===== config.mk =====
export PLATFORM = sky130hd
export DESIGN_NAME = phy_frame_header_encoder
export DESIGN_NICKNAME = d
export VERILOG_FILES = /design/src/hdl/phy_frame_header_encoder.v /design/src/hdl/pls_codeword_builder.v
export VERILOG_INCLUDE_DIRS = /design/src /design/src/hdl
export SDC_FILE = /design/constraint.sdc
export NUM_CORES = 1
export LEC_CHECK = 0
export ABC_AREA = 1
export CORE_MARGIN = 2
export CORE_UTILIZATION = 63
export CTS_CLUSTER_DIAMETER = 100
export DETAILED_ROUTE_END_ITERATION = 6
export DONT_BUFFER_PORTS = 1
export PLACE_DENSITY = 0.79
export SETUP_SLACK_MARGIN = 0.5
export SLEW_MARGIN = 10
export SYNTH_ARGS = -nofsm -noshare
export SYNTH_HDL_FRONTEND = slang
export SYNTH_HIERARCHICAL = 1
export SYNTH_SLANG_ARGS = --single-unit

===== constraint.sdc =====
create_clock -name clk_in -period 3.7 [get_ports clk_in]
set_input_delay 0.74 -clock clk_in [delete_from_list [all_inputs] [get_ports clk_in]]
set_output_delay 0.74 -clock clk_in [all_outputs]
set_load 0.02 [all_outputs]

===== src/hdl/frame_header_map.vh =====
// register offsets, field positions, reset values and frame constants
`ifndef FRAME_HEADER_MAP_VH
`define FRAME_HEADER_MAP_VH

// ****************************************
// register byte offsets
// ****************************************
`define OFS_CTRL 8'h00
`define OFS_SIGNAL 8'h04
`define OFS_STATUS 8'h08
`define OFS_CODE_HI 8'h0C
`define OFS_CODE_LO 8'h10

// ****************************************
// field positions
// ****************************************
`define CTRL_ENABLE_BIT 0
`define CTRL_ACM_BIT 1
`define SIG_PILOT_BIT 0
`define SIG_SHORT_BIT 1
`define SIG_MODCOD_LSB 2
`define SIG_MODCOD_MSB 6
`define SIG_BPS_LSB 8
`define SIG_BPS_MSB 10
`define STAT_BUSY_BIT 0
`define STAT_HDR_BIT 1
`define STAT_FRAMES_LSB 16

// ****************************************
// reset values
// ****************************************
`define CTRL_RESET 2'h0
`define SIGNAL_RESET 11'h200

// ****************************************
// frame constants
// ****************************************
`define SOF_SYMBOLS 7'h1A
`define PLS_BITS 7'h40
`define SLOT_LAST 7'h59
`define SOF_PATTERN 26'h2A5_5A5A
`define PLS_SCRAMBLE 64'h5A5A_3C3C_0FF0_A5C3
`define LEN_NORMAL 17'h0_FD20
`define LEN_SHORT 17'h0_3F48
`define SYM_POS 8'h7F
`define SYM_NEG 8'h81
`define RESP_OKAY 2'h0
`define RESP_SLVERR 2'h2

`endif


===== src/hdl/phy_frame_header_encoder.v =====
// frame header encoder: start pattern, signalling codeword, coded block pass-through
//
// How it works
// - start pattern, then codeword, then coded block
// - fixed 26-symbol start pattern every frame
// - 64-bit codeword, 7 info bits, distance 32
// - pattern plus codeword fill one 90-symbol slot
// - header always pi/2-BPSK regardless of block modulation
// - constellation turns a quarter each header symbol
// - info bits carry modulation, rate, pilots, length
// - broadcast blocks always 64800 bits long
// - adaptive mode also allows 16200-bit blocks
// - broadcast keeps signalling fixed frame to frame
// - first six bits through [32,6,16] reed-muller code
// - generator built by recursive |u|u+v| construction
// - lower branch XORed with seventh info bit
// - branches interleaved bitwise, upper bit first
// - codeword scrambled by fixed extended m-sequence
// - pilot setting switchable and signalled in header
//
// Implementation choices: register access over AXI4-Lite and the register offsets.
`timescale 1ns/100ps
`include "frame_header_map.vh"
module phy_frame_header_encoder
#(
  parameter [63:0] PLS_SCRAMBLE = `PLS_SCRAMBLE,
  parameter [25:0] SOF_PATTERN = `SOF_PATTERN
)
(
  // clock and reset
  input wire clk_in,
  input wire reset_in,
  // axi4-lite write address and data
  input wire [7:0] s_axi_awaddr_in,
  input wire s_axi_awvalid_in,
  output wire s_axi_awready_out,
  input wire [31:0] s_axi_wdata_in,
  input wire [3:0] s_axi_wstrb_in,
  input wire s_axi_wvalid_in,
  output wire s_axi_wready_out,
  // axi4-lite write response
  output wire [1:0] s_axi_bresp_out,
  output wire s_axi_bvalid_out,
  input wire s_axi_bready_in,
  // axi4-lite read
  input wire [7:0] s_axi_araddr_in,
  input wire s_axi_arvalid_in,
  output wire s_axi_arready_out,
  output wire [31:0] s_axi_rdata_out,
  output wire [1:0] s_axi_rresp_out,
  output wire s_axi_rvalid_out,
  input wire s_axi_rready_in,
  // coded block symbols in
  input wire data_valid_in,
  output wire data_ready_out,
  input wire [7:0] data_i_in,
  input wire [7:0] data_q_in,
  // symbol stream out
  output wire sym_valid_out,
  input wire sym_ready_in,
  output wire [7:0] sym_i_out,
  output wire [7:0] sym_q_out,
  output wire sym_sof_out,
  output wire sym_header_out
);

  // ****************************************
  // states
  // ****************************************
  localparam [2:0] ST_IDLE = 3'b001;
  localparam [2:0] ST_HDR = 3'b010;
  localparam [2:0] ST_DATA = 3'b100;

  // ****************************************
  // declarations
  // ****************************************
  reg awready_q, wready_q, bvalid_q, arready_q, rvalid_q;
  reg aw_held_q, w_held_q;
  reg [7:0] aw_addr_q;
  reg [31:0] w_data_q;
  reg [3:0] w_strb_q;
  reg [1:0] bresp_q, rresp_q;
  reg [31:0] rdata_q;
  reg [1:0] ctrl_q;
  reg [10:0] signal_q;
  reg [2:0] state_q, state_d;
  reg [6:0] hdr_cnt_q, hdr_cnt_d;
  reg [1:0] rot_q, rot_d;
  reg [16:0] bits_cnt_q, bits_cnt_d;
  reg [6:0] info_q, info_d;
  reg [15:0] frames_q, frames_d;
  reg out_valid_q, out_valid_d;
  reg [7:0] out_i_q, out_i_d, out_q_q, out_q_d;
  reg out_sof_q, out_sof_d, out_hdr_q, out_hdr_d;
  reg data_ready_q, data_ready_d;
  reg [16:0] bits_sum;
  reg [7:0] amp;
  wire [63:0] code;
  wire [6:0] pls_full;
  wire hdr_bit;
  wire [6:0] info_next;
  wire [2:0] bps;
  wire [16:0] frame_len;
  wire take, free;
  wire aw_fire, w_fire, ar_fire, do_write;
  wire aw_held_n, w_held_n, rvalid_n;
  wire enable, adaptive_coding_modulation;

  // ****************************************
  // axi4-lite slave
  // ****************************************
  assign aw_fire = s_axi_awvalid_in & awready_q;
  assign w_fire = s_axi_wvalid_in & wready_q;
  assign ar_fire = s_axi_arvalid_in & arready_q;
  // the write waits until a pending response is gone
  assign do_write = aw_held_q & w_held_q & ~bvalid_q;
  assign aw_held_n = (aw_held_q | aw_fire) & ~do_write;
  assign w_held_n = (w_held_q | w_fire) & ~do_write;
  assign rvalid_n = (rvalid_q & ~s_axi_rready_in) | ar_fire;

  always @(posedge clk_in)
  begin
    if (reset_in)
    begin
      awready_q <= 1'b0;
      wready_q <= 1'b0;
      arready_q <= 1'b0;
      aw_held_q <= 1'b0;
      w_held_q <= 1'b0;
      aw_addr_q <= 8'h00;
      w_data_q <= 32'h0000_0000;
      w_strb_q <= 4'h0;
      bvalid_q <= 1'b0;
      bresp_q <= `RESP_OKAY;
      rvalid_q <= 1'b0;
      rresp_q <= `RESP_OKAY;
      rdata_q <= 32'h0000_0000;
      ctrl_q <= `CTRL_RESET;
      signal_q <= `SIGNAL_RESET;
    end
    else
    begin
      awready_q <= ~aw_held_n;
      wready_q <= ~w_held_n;
      arready_q <= ~rvalid_n;
      aw_held_q <= aw_held_n;
      w_held_q <= w_held_n;
      if (aw_fire)
        aw_addr_q <= s_axi_awaddr_in;
      if (w_fire)
      begin
        w_data_q <= s_axi_wdata_in;
        w_strb_q <= s_axi_wstrb_in;
      end
      if (do_write)
      begin
        bvalid_q <= 1'b1;
        bresp_q <= `RESP_OKAY;
        case (aw_addr_q)
          `OFS_CTRL:
          begin
            if (w_strb_q[0])
              ctrl_q <= w_data_q[1:0];
          end
          `OFS_SIGNAL:
          begin
            // pilots, short length, modulation and rate are all software picks
            if (w_strb_q[0])
              signal_q[6:0] <= w_data_q[6:0];
            if (w_strb_q[1])
              signal_q[10:8] <= w_data_q[10:8];
          end
          `OFS_STATUS, `OFS_CODE_HI, `OFS_CODE_LO:
            bresp_q <= `RESP_OKAY;
          default:
            bresp_q <= `RESP_SLVERR;
        endcase
      end
      else if (s_axi_bready_in)
        bvalid_q <= 1'b0;
      rvalid_q <= rvalid_n;
      if (ar_fire)
      begin
        rresp_q <= `RESP_OKAY;
        case (s_axi_araddr_in)
          `OFS_CTRL:
            rdata_q <= {30'h0000_0000, ctrl_q};
          `OFS_SIGNAL:
            rdata_q <= {21'h00_0000, signal_q};
          `OFS_STATUS:
            rdata_q <= {frames_q, 14'h0000, state_q[1], ~state_q[0]};
          `OFS_CODE_HI:
            rdata_q <= code[63:32];
          `OFS_CODE_LO:
            rdata_q <= code[31:0];
          default:
          begin
            rdata_q <= 32'h0000_0000;
            rresp_q <= `RESP_SLVERR;
          end
        endcase
      end
    end
  end

  // ****************************************
  // signalling codeword
  // ****************************************
  assign enable = ctrl_q[`CTRL_ENABLE_BIT];
  assign adaptive_coding_modulation = ctrl_q[`CTRL_ACM_BIT];
  // short blocks only exist in adaptive mode
  assign info_next = {signal_q[`SIG_MODCOD_MSB:`SIG_MODCOD_LSB],
                      adaptive_coding_modulation & signal_q[`SIG_SHORT_BIT],
                      signal_q[`SIG_PILOT_BIT]};
  assign frame_len = info_q[1] ? `LEN_SHORT : `LEN_NORMAL;
  // a zero width would never end the block, so it counts as one bit
  assign bps = (signal_q[`SIG_BPS_MSB:`SIG_BPS_LSB] == 3'h0) ? 3'h1
             : signal_q[`SIG_BPS_MSB:`SIG_BPS_LSB];

  pls_codeword_builder #(
    .SCRAMBLE(PLS_SCRAMBLE)
  ) u_pls (
    .info_in(info_q),
    .code_out(code)
  );

  assign pls_full = hdr_cnt_q - `SOF_SYMBOLS;
  assign hdr_bit = (hdr_cnt_q < `SOF_SYMBOLS) ? SOF_PATTERN[5'd25 - hdr_cnt_q[4:0]]
                 : code[6'd63 - pls_full[5:0]];

  // ****************************************
  // framing state machine
  // ****************************************
  assign take = out_valid_q & sym_ready_in;
  assign free = ~out_valid_q | take;

  always @*
  begin
    state_d = state_q;
    hdr_cnt_d = hdr_cnt_q;
    rot_d = rot_q;
    bits_cnt_d = bits_cnt_q;
    info_d = info_q;
    frames_d = frames_q;
    out_valid_d = out_valid_q & ~take;
    out_i_d = out_i_q;
    out_q_d = out_q_q;
    out_sof_d = out_sof_q;
    out_hdr_d = out_hdr_q;
    bits_sum = bits_cnt_q + {14'h0000, bps};
    amp = hdr_bit ? `SYM_NEG : `SYM_POS;
    case (state_q)
      ST_IDLE:
      begin
        if (enable)
        begin
          state_d = ST_HDR;
          hdr_cnt_d = 7'h00;
          rot_d = 2'h0;
          info_d = info_next;
        end
      end
      ST_HDR:
      begin
        if (free)
        begin
          out_valid_d = 1'b1;
          out_sof_d = (hdr_cnt_q == 7'h00);
          out_hdr_d = 1'b1;
          // pi/2-BPSK whatever the block uses, one quarter turn per symbol
          case (rot_q)
            2'h0:
            begin
              out_i_d = amp;
              out_q_d = 8'h00;
            end
            2'h1:
            begin
              out_i_d = 8'h00;
              out_q_d = amp;
            end
            2'h2:
            begin
              out_i_d = 8'h00 - amp;
              out_q_d = 8'h00;
            end
            default:
            begin
              out_i_d = 8'h00;
              out_q_d = 8'h00 - amp;
            end
          endcase
          rot_d = rot_q + 2'h1;
          if (hdr_cnt_q == `SLOT_LAST)
          begin
            state_d = ST_DATA;
            bits_cnt_d = 17'h0_0000;
          end
          else
            hdr_cnt_d = hdr_cnt_q + 7'h01;
        end
      end
      ST_DATA:
      begin
        if (data_valid_in & data_ready_q)
        begin
          out_valid_d = 1'b1;
          out_i_d = data_i_in;
          out_q_d = data_q_in;
          out_sof_d = 1'b0;
          out_hdr_d = 1'b0;
          if (bits_sum >= frame_len)
          begin
            frames_d = frames_q + 16'h0001;
            hdr_cnt_d = 7'h00;
            rot_d = 2'h0;
            state_d = enable ? ST_HDR : ST_IDLE;
            // broadcast keeps the first frame's signalling until restarted
            if (adaptive_coding_modulation)
              info_d = info_next;
          end
          else
            bits_cnt_d = bits_sum;
        end
      end
      default:
        state_d = ST_IDLE;
    endcase
    // one beat in flight keeps ready a flop, at half the block rate
    data_ready_d = (state_d == ST_DATA) & ~out_valid_d;
  end

  always @(posedge clk_in)
  begin
    if (reset_in)
    begin
      state_q <= ST_IDLE;
      hdr_cnt_q <= 7'h00;
      rot_q <= 2'h0;
      bits_cnt_q <= 17'h0_0000;
      info_q <= 7'h00;
      frames_q <= 16'h0000;
      out_valid_q <= 1'b0;
      out_i_q <= 8'h00;
      out_q_q <= 8'h00;
      out_sof_q <= 1'b0;
      out_hdr_q <= 1'b0;
      data_ready_q <= 1'b0;
    end
    else
    begin
      state_q <= state_d;
      hdr_cnt_q <= hdr_cnt_d;
      rot_q <= rot_d;
      bits_cnt_q <= bits_cnt_d;
      info_q <= info_d;
      frames_q <= frames_d;
      out_valid_q <= out_valid_d;
      out_i_q <= out_i_d;
      out_q_q <= out_q_d;
      out_sof_q <= out_sof_d;
      out_hdr_q <= out_hdr_d;
      data_ready_q <= data_ready_d;
    end
  end

  // ****************************************
  // outputs
  // ****************************************
  assign s_axi_awready_out = awready_q;
  assign s_axi_wready_out = wready_q;
  assign s_axi_bresp_out = bresp_q;
  assign s_axi_bvalid_out = bvalid_q;
  assign s_axi_arready_out = arready_q;
  assign s_axi_rdata_out = rdata_q;
  assign s_axi_rresp_out = rresp_q;
  assign s_axi_rvalid_out = rvalid_q;
  assign data_ready_out = data_ready_q;
  assign sym_valid_out = out_valid_q;
  assign sym_i_out = out_i_q;
  assign sym_q_out = out_q_q;
  assign sym_sof_out = out_sof_q;
  assign sym_header_out = out_hdr_q;

endmodule // phy_frame_header_encoder


===== src/hdl/pls_codeword_builder.v =====
// signalling codeword builder: reed-muller code, branch interleave, scramble
`timescale 1ns/100ps
module pls_codeword_builder
#(
  parameter [63:0] SCRAMBLE = 64'h0000_0000_0000_0000
)
(
  // seven info bits, [6:1] to the reed-muller code, [0] the seventh bit
  input wire [6:0] info_in,
  // scrambled codeword, first bit sent in bit 63
  output wire [63:0] code_out
);

  wire [63:0] raw;

  genvar j;
  generate
    for (j = 0; j < 32; j = j + 1)
    begin : g_pair
      localparam integer IDX = j;
      // |u|u+v| recursion: each row halves its run length, last row all ones
      wire y = (info_in[6] & IDX[4]) ^ (info_in[5] & IDX[3]) ^ (info_in[4] & IDX[2])
             ^ (info_in[3] & IDX[1]) ^ (info_in[2] & IDX[0]) ^ info_in[1];
      assign raw[63 - 2 * j] = y;
      assign raw[62 - 2 * j] = y ^ info_in[0];
    end
  endgenerate

  assign code_out = raw ^ SCRAMBLE;

endmodule // pls_codeword_builder


==> run summary, run 1 <==
Die Width -> 128 um
Area contributors post-synth -> dfxtp_1 (30%), nand2_1 (14%), a21oi_1 (7.2%), nor2_1 (5.4%), o21ai_0 (5.0%)
Post-DP HPWL -> 17900 um
Worst EP arrival -> 3.74 ns
DRT iter0 DRCs -> 1055
CP dominant cell by count -> nand2_2
Slowest-stage cell, CP -> dfxtp_1
Worst Tran Pin Value -> 1.12 ns
Yosys reg bits -> 145
Routability Congestion -> 0.968
RSZ-0062 raised after global routing -> yes
Final period util -> 91.1%
Violated checks -> DRC
DRT Pass-1 Iters -> 7
FP Rows -> 45
Ys Warns -> 6
Crit-path cells -> o21bai_1 > ha_2 > inv_2 > fa_2 > inv_2 > nand2_2 > nand2_2 > nand2_2 > nor2_4 > nand3_2 > xor2_2 > ha_1 > nand3_2 > nor2_4 > nand3_4 > nand4_4 > buf_12 > nand3_4 > nand2_4 > nand2_2 > nor2_1
DRC -> 2
Seq/Total Area, Yosys -> 30.1%
First-pass GRT wire length -> 44000 um
Nets -> 1516
Initial antenna violation count -> 0
Post-synth top cells -> nand2_1 (351), dfxtp_1 (145), a21oi_1 (138), nor2_1 (138), inv_1 (128)
Reg clk slew, reported paths -> 0.07 ns
Worst-Skew Late Latency -> 0.44 ns
Skew final -> 0.0118 ns
Setup TNS -> 0 ns
Post-Syn Instances -> 1441
Final setup viols -> 0
Starting Density -> 63.9%
IO buf count -> 0
Status -> finished with violations
CP Launch Type -> register
Share of the synthesized area in the top cell type -> 30.1%
Worst VDD drop -> 0.383 mV
CP Max Fanout -> 7
Crit Path Category -> reg2reg
Syn-to-layout area delta -> 12.4%
GR Overflow Total -> 0
Top-count cell post-synth -> nand2_1
Hold Path Class -> in2reg
Number of CTS-inserted buffers -> 17
P_leak -> 4.30 nW
WL/cell -> 17.5 um
Worst Path Buf+Inv -> 3
N_diodes -> 0
DR vias/cell -> 6.07
Die Ht -> 128 um
EDFF count, synth -> 0
Synth area leader -> dfxtp_1
Final Hold Violating Endpoints -> 0
CP peak stage delay -> 0.38 ns
Fraction of layout cells with a size suffix above 1 -> 16.5%
Bufs on Longest Clock Path -> 2
Highest clock rate -> 297 MHz
Number of global-route vias before repair -> 8778
WL final -> 28300 um
Tot GR Track Use -> 33.7%
CTS sink count -> 145
H-tree depth -> 4
Final ANT Viol Nets -> 0
Slew HR -> 25.3%
Worst hold slack -> 0.372 ns
TritonCTS clock tree -> yes
I/O pins -> 138
Vias -> 9831
Max-cap viol count -> 0
Die footprint -> 0.0163 mm^2
Tmin final -> 3.37 ns
Total power divided by cell area -> 322 mW/mm^2
Clock Tree Root -> clkbuf_16
Top delay family on crit path -> simple AND/OR/NAND/NOR gates
Unique masters post-synth -> 62
Post-Syn Area -> 0.00964 mm^2
Syn avg cell area -> 6.69 um^2
Final Slew Violations -> 0
Req. time, crit path -> 4.07 ns
Reg2reg setup slack -> 0.33 ns
Critical path endpoint category -> register
Post-synth ARST share -> 0%
Synth Flop Type -> dfxtp_1
Largest net degree at the start of global routing -> 71
Core ar. -> 0.0151 mm^2
## registers in the layout, summed over array words and instances, names as in the netlist, 3 cells and up
name	flops
aw_addr_q	8
bits_cnt_q	17
frames_q	16
hdr_cnt_q	7
info_q	7
s_axi_rdata_out	32
signal_q	10
state_q	3
sym_i_out	8
sym_q_out	8
w_data_q	10
## stage by stage
stage | cell area, um^2 | instances | worst slack [ns] | util (%) | power (W)
after floorplan | 9650 | 1442 | 0.670 | - | 0.00179
after global placement | 9540 | 1564 | 0.241 | 63.2 | 0.00181
after detailed placement | 9540 | 1564 | 0.129 | 63.2 | 0.00181
after CTS | 10500 | 1614 | 0.369 | 69.8 | 0.00349
after global routing | 10800 | 1620 | 0.183 | 71.9 | 0.00360
final | 10800 | 1620 | 0.329 | 71.9 | 0.00349
## power breakdown
| group | internal [W] | switching (W) | total [W] |
|---|---|---|---|
| sequential | 0.00159 | 0.0000251 | 0.00161 |
| clock | 0.000901 | 0.000803 | 0.00170 |
| combinational | 0.0000508 | 0.000122 | 0.000173 |
## area by class of cell
class	count	area, um^2
multi-input combinational	1073	6170
fill	1223	4250
sequential	145	2910
inverter	143	552
clock buffer	17	425
timing repair buffer	39	388
tap	188	235
clock inverter	15	166
## repair_timing
| action | in CTS | in global routing |
|---|---|---|
| endpoints found under the setup margin | 53 | 67 |
| pin swaps | 30 | 34 |
| hold buffers | 0 | 0 |
| cloned | 6 | 1 |
| gates resized for setup | 52 | 67 |
| setup buffers | 12 | 5 |
## logic make-up (layout without fill, tap and decap cells)
| logic type | count (synthesis) | in the layout | share of synthesized area [%] |
|---|---|---|---|
| DFF | 145 | 145 | 30.1 |
| xor gates and xnor gates | 64 | 64 | 6.79 |
| other | 1 | 2 | 0.0389 |
| buffers and inverters | 229 | 214 | 11.0 |
| AOI/OAI and AO/OA | 282 | 282 | 16.2 |
| and+or+nand+nor | 700 | 705 | 33.2 |
| adders and majority gates | 20 | 20 | 2.67 |
## cell usage in the layout, fill, tap and decap left out, types with 10 or more instances in the layout
cell type / count
xor2_1: 43
nand3_1: 88
xnor2_1: 10
nor3_1: 18
inv_1: 126
inv_2: 12
buf_4: 28
dfxtp_1: 143
o221ai_1: 14
a21oi_1: 114
nand2_4: 17
nand4_1: 23
a21oi_2: 23
clkbuf_16: 17
nor2_1: 134
nand2_2: 35
o211ai_1: 14
ha_1: 17
o21ai_0: 92
nand2_1: 326
nand3_2: 23
## per-layer routing
metal	vias up	track usage, %	share of wire, %
met5	-	0	0
met4	0	17.3	4.2
met3	99	6.26	8.9
met2	518	54.8	47
met1	4532	42.9	40
li1	4682	-	-
## worst paths after layout
check	start	to	cells past startpoint
setup reg to reg	signal_q[8]	info_q[2]	21
hold reg to reg	bits_cnt_q[16]	bits_cnt_q[16]	2
setup / recovery	signal_q[8]	info_q[2]	21
hold / removal	reset_in	s_axi_awready_out	1
Power figures use the tool's default switching activity.
==> run 2, diff against run 1 <==
- CORE_UTILIZATION: 63 -> 59
- PLACE_DENSITY: 0.79 -> 0.78
- clock period: 3.7 -> 2.85 ns (I/O delays scaled with it)
==> run summary, run 2 (synthesized netlist as in run 1, its figures left out) <==
Placed Instances -> 1646
Most common cell after layout, fill and taps aside -> nand2_1
Critical path endpoint category -> register
Die Ht -> 132 um
Vias -> 10400
Crit Path Category -> reg2reg
Violated checks -> DRC, setup timing
WL/cell -> 17.9 um
Worst Path Buf+Inv -> 3
DRT Pass-1 Iters -> 7
First-pass GRT wire length -> 44500 um
Post-CTS Hold Buffers -> 0
Most frequent cells in the layout -> nand2_1 (306), dfxtp_1 (137), nor2_1 (131), inv_1 (123), a21oi_1 (109)
Skew final -> 0.0111 ns
Tot GR Track Use -> 31.2%
Final period util -> 116%
Worst VDD drop -> 0.455 mV
Total power divided by cell area -> 408 mW/mm^2
Max-cap viol count -> 0
N_diodes -> 0
FP Rows -> 46
Die Width -> 132 um
Die footprint -> 0.0174 mm^2
CP peak stage delay -> 0.36 ns
Starting Density -> 60.5%
DRC -> 1
Crit-path cells -> o21bai_1 > ha_2 > inv_2 > fa_2 > inv_2 > nand2_2 > nand2_2 > nand2_2 > nor2_4 > nand3_2 > xor2_1 > ha_1 > nand3_2 > nor2_4 > a21oi_4 > nand4_4 > nand2_8 > buf_12 > nand3_2 > nand2_1 > nor2_1
Number of global-route vias before repair -> 9338
Status -> finished with violations
Nets -> 1601
Hold Path Class -> in2reg
Clock Tree Root -> clkbuf_16
Bufs on Longest Clock Path -> 2
Tmin final -> 3.30 ns
IO buf count -> 0
Req. time, crit path -> 3.18 ns
CTS sink count -> 145
P_leak -> 4.87 nW
Syn-to-layout area delta -> 24.1%
Top delay family on crit path -> simple AND/OR/NAND/NOR gates
Max reg flops -> 32
Final Hold Violating Endpoints -> 0
Largest net degree at the start of global routing -> 66
Highest clock rate -> 303 MHz
TritonCTS clock tree -> yes
WL final -> 31000 um
Number of CTS-inserted buffers -> 17
RSZ-0062 raised after global routing -> yes
Worst EP arrival -> 3.63 ns
CP Launch Type -> register
Setup TNS -> -20.76 ns
Final Slew Violations -> 0
Final ANT Viol Nets -> 0
Non-Filler Instances -> 1733
CP Max Fanout -> 6
Post-DP HPWL -> 19300 um
GR Overflow Total -> 0
Final setup viols -> 53
Worst Tran Pin Value -> 0.693 ns
Fraction of layout cells with a size suffix above 1 -> 24.9%
DRT iter0 DRCs -> 965
DR vias/cell -> 6.01
Routability Congestion -> 0.949
Initial antenna violation count -> 0
Slowest-stage cell, CP -> dfxtp_4
Worst-Skew Late Latency -> 0.44 ns
I/O pins -> 138
Setup WS pre-CTS -> -0.400 ns
Reg clk slew, reported paths -> 0.07 ns
Slew HR -> 53.7%
Final core utilization -> 75.1%
Core ar. -> 0.0159 mm^2
H-tree depth -> 4
Final setup margin -> -0.452 ns
## run 2: cell count changes in the layout (fill, tap and decap cells not counted), moves of 6 or more
cell,change
a21oi_2,+8
nand3_1,-11
buf_4,+71
o21ai_0,-12
nand3_2,+11
dfxtp_4,+6
buf_6,+13
dfxtp_1,-6
nand2_1,-20
o21ai_1,+11
nand2_2,+16
## run 2: layout make-up
class | instances | area (um^2)
clock buffers | 17 | 425
clock inverters | 15 | 231
fillers | 1135 | 3970
inverters | 143 | 584
multi-input cells | 1068 | 6360
flip-flops and latches | 145 | 2930
well taps | 216 | 270
repair buffers | 128 | 1160
repair inverters | 1 | 8.76
## run 2: what timing repair did
action / in CTS / in global routing
gates resized for setup: 68 / 146
pin swaps: 12 / 69
setup buffers: 18 / 32
gates cloned: 2 / 3
setup endpoints to repair: 69 / 69
## run 2: worst paths after layout
path | startpoint | to | slack (ns) | cells after the start
min | reset_in | bits_cnt_q[16] | 0.21 | 1
min reg2reg | bits_cnt_q[16] | bits_cnt_q[16] | 0.45 | 2
max reg2reg | signal_q[10] | bits_cnt_q[2] | -0.45 | 21
max | signal_q[10] | bits_cnt_q[2] | -0.45 | 21
## run 2: metal layers
metal / vias to the layer above / global-route usage (%) / wire [um]
li1: 4837 / - / -
met3: 189 / 7.42 / 2690
met2: 613 / 54.6 / 15200
met4: 0 / 15.5 / 1820
met1: 4777 / 35.7 / 11400
met5: - / 0 / 0
## run 2: power by group
part,switching (W),internal [W]
combinational,0.000179,0.0000950
sequential,0.0000343,0.00205
clock,0.00102,0.00151
## run 2: metrics by stage
step                hold WS [ns]  cell area, um^2  total power (W)
floorplan                  0.424             9680          0.00233
global placement           0.440            10100          0.00236
detailed placement         0.447            10100          0.00236
CTS                        0.200            11100          0.00485
global route               0.197            12000          0.00500
finish                     0.208            12000          0.00489
==> run 3, diff against run 2 <==
- clock period: 2.85 -> 3 ns (I/O delays scaled with it)
==> run summary, run 3 (synthesized netlist as in run 1, its figures left out) <==
Status -> finished with violations
Violated checks -> DRC, setup timing
Worst hold path startpoint -> reset_in
RR Endpoint -> bits_cnt_q[8]
Total chip power -> 0.00446 W
Slew HR -> 52.8%
Hold Path Class -> in2reg
Fraction of layout cells with a size suffix above 1 -> 25.7%
TritonCTS clock tree -> yes
Final Slew Violations -> 0
Final setup viols -> 53
WL final -> 30700 um
Nets -> 1587
Core ar. -> 0.0159 mm^2
RR Startpoint -> signal_q[10]
Hold EP -> s_axi_bvalid_out
Worst Tran Pin Value -> 0.707 ns
Vias -> 10200
Most frequent cells in the layout -> nand2_1 (305), dfxtp_1 (136), nor2_1 (131), inv_1 (123), a21oi_1 (95)
Most common cell after layout, fill and taps aside -> nand2_1
DR vias/cell -> 5.95
Worst-Skew Late Latency -> 0.44 ns
DRT Pass-1 Iters -> 7
Tot GR Track Use -> 31.4%
RSZ-0062 raised after global routing -> yes
Crit-path cells -> buf_4 > ha_4 > nand2_1 > nand3_4 > nand4_4 > nor3_2 > xor2_1 > ha_1 > buf_4 > buf_4 > a21oi_1 > nand2_1 > a21oi_4 > nand4_4 > nand2_8 > clkbuf_16 > nand3_2 > nand2_1 > nor2_1
Reg2Reg Depth -> 19
Largest net degree at the start of global routing -> 75
I/O pins -> 138
Req. time, crit path -> 3.34 ns
Fillers -> 1155
CP Max Fanout -> 6
Clock Tree Root -> clkbuf_16
GR Overflow Total -> 0
Syn-to-layout area delta -> 24.9%
Final Hold Violating Endpoints -> 0
Initial antenna violation count -> 0
Routability Congestion -> 0.947
Die Ht -> 132 um
H-tree depth -> 4
Worst EP arrival -> 3.63 ns
Max reg flops -> 32
Highest clock rate -> 303 MHz
DRC -> 1
DRT iter0 DRCs -> 1097
FP Rows -> 46
Slowest-stage cell, CP -> dfxtp_2
Final period util -> 110%
CP Launch Type -> register
Final setup margin -> -0.297 ns
Tmin final -> 3.30 ns
CP peak stage delay -> 0.33 ns
First-pass GRT wire length -> 44500 um
IO buf count -> 0
Post-CTS Hold Buffers -> 0
Post-DP HPWL -> 19500 um
Reg clk slew, reported paths -> 0.07 ns
CTS sink count -> 145
Die footprint -> 0.0174 mm^2
Worst VDD drop -> 0.437 mV
N_diodes -> 0
Final core utilization -> 75.6%
WL/cell -> 17.9 um
P_leak -> 4.84 nW
Hold Path Stages -> 1
Number of CTS-inserted buffers -> 17
Starting Density -> 60.5%
Die Width -> 132 um
Number of global-route vias before repair -> 9127
Crit Path Category -> reg2reg
Critical path endpoint category -> register
Skew final -> 0.0126 ns
Final ANT Viol Nets -> 0
Bufs on Longest Clock Path -> 2
Total power divided by cell area -> 370 mW/mm^2
Reg2reg setup slack -> -0.30 ns
Max-cap viol count -> 0
==> run 3: worst max path at each step <==
stage                 startpoint             to  slack (ns)  cells past startpoint
floorplan            signal_q[9]  bits_cnt_q[5]        0.06                     21
global placement    signal_q[10]  bits_cnt_q[5]       -0.18                     21
detailed placement  signal_q[10]  bits_cnt_q[0]       -0.26                     21
CTS                  signal_q[9]  bits_cnt_q[5]       -0.25                     21
global route        signal_q[10]   hdr_cnt_q[1]       -0.50                     19
finish              signal_q[10]  bits_cnt_q[8]       -0.30                     19
==> run 3: through the flow <==
| stage | setup slack (ns) | cell area, um^2 | TNS [ns] | hold slack (ns) | std cells |
|---|---|---|---|---|---|
| 2_1_floorplan | 0.0577 | 9680 | 0 | 0.424 | 1442 |
| 3_3_place_gp | -0.177 | 10000 | -5.64 | 0.443 | 1634 |
| 3_5_place_dp | -0.263 | 10000 | -10.29 | 0.448 | 1634 |
| 4_1_cts | -0.254 | 11100 | -10.11 | 0.221 | 1684 |
| 5_1_grt | -0.498 | 12000 | -23.12 | 0.216 | 1719 |
| 6_report | -0.297 | 12000 | -12.62 | 0.235 | 1719 |
==> run 3: repair_timing <==
item                       in CTS  in global routing
resized for setup              99                140
setup endpoints to repair      67                 67
buffers inserted               16                 30
pin swaps                      21                 83
cloned                          2                  5
==> run 3: critical path, delay by kind of cell (launching register included) <==
family | cells | cell delay, ns
buffers and inverters | 4 | 0.59
xor gates and xnor gates | 1 | 0.21
adders and majority gates | 2 | 0.59
AOI/OAI and AO/OA | 2 | 0.32
DFF | 1 | 0.33
and+or+nand+nor | 10 | 1.16
==> run 3: metal layers <==
layer / vias up / routed length [um] / GRT usage [%]
met5: - / 0 / 0
met4: 0 / 1660 / 15.3
met3: 158 / 2480 / 7.77
met2: 556 / 15000 / 54.5
met1: 4704 / 11600 / 36.4
li1: 4810 / - / -
==> run 3: area by class of cell <==
cell class | count | area [um^2] | share of cell area, %
Tap cell | 216 | 270 | 2.24
Multi-Input combinational cell | 1068 | 6510 | 54.0
Timing Repair Buffer | 114 | 1130 | 9.42
Clock buffer | 17 | 425 | 3.53
Timing Repair inverter | 1 | 8.76 | 0.0727
Clock inverter | 15 | 189 | 1.57
Sequential cell | 145 | 2930 | 24.3
Inverter | 143 | 577 | 4.79
==> run 3: power by group <==
group | internal (W) | switching, W
Combinational | 0.0000888 | 0.000171
Sequential | 0.00195 | 0.0000328
Clock | 0.00120 | 0.00102
Total | 0.00324 | 0.00122
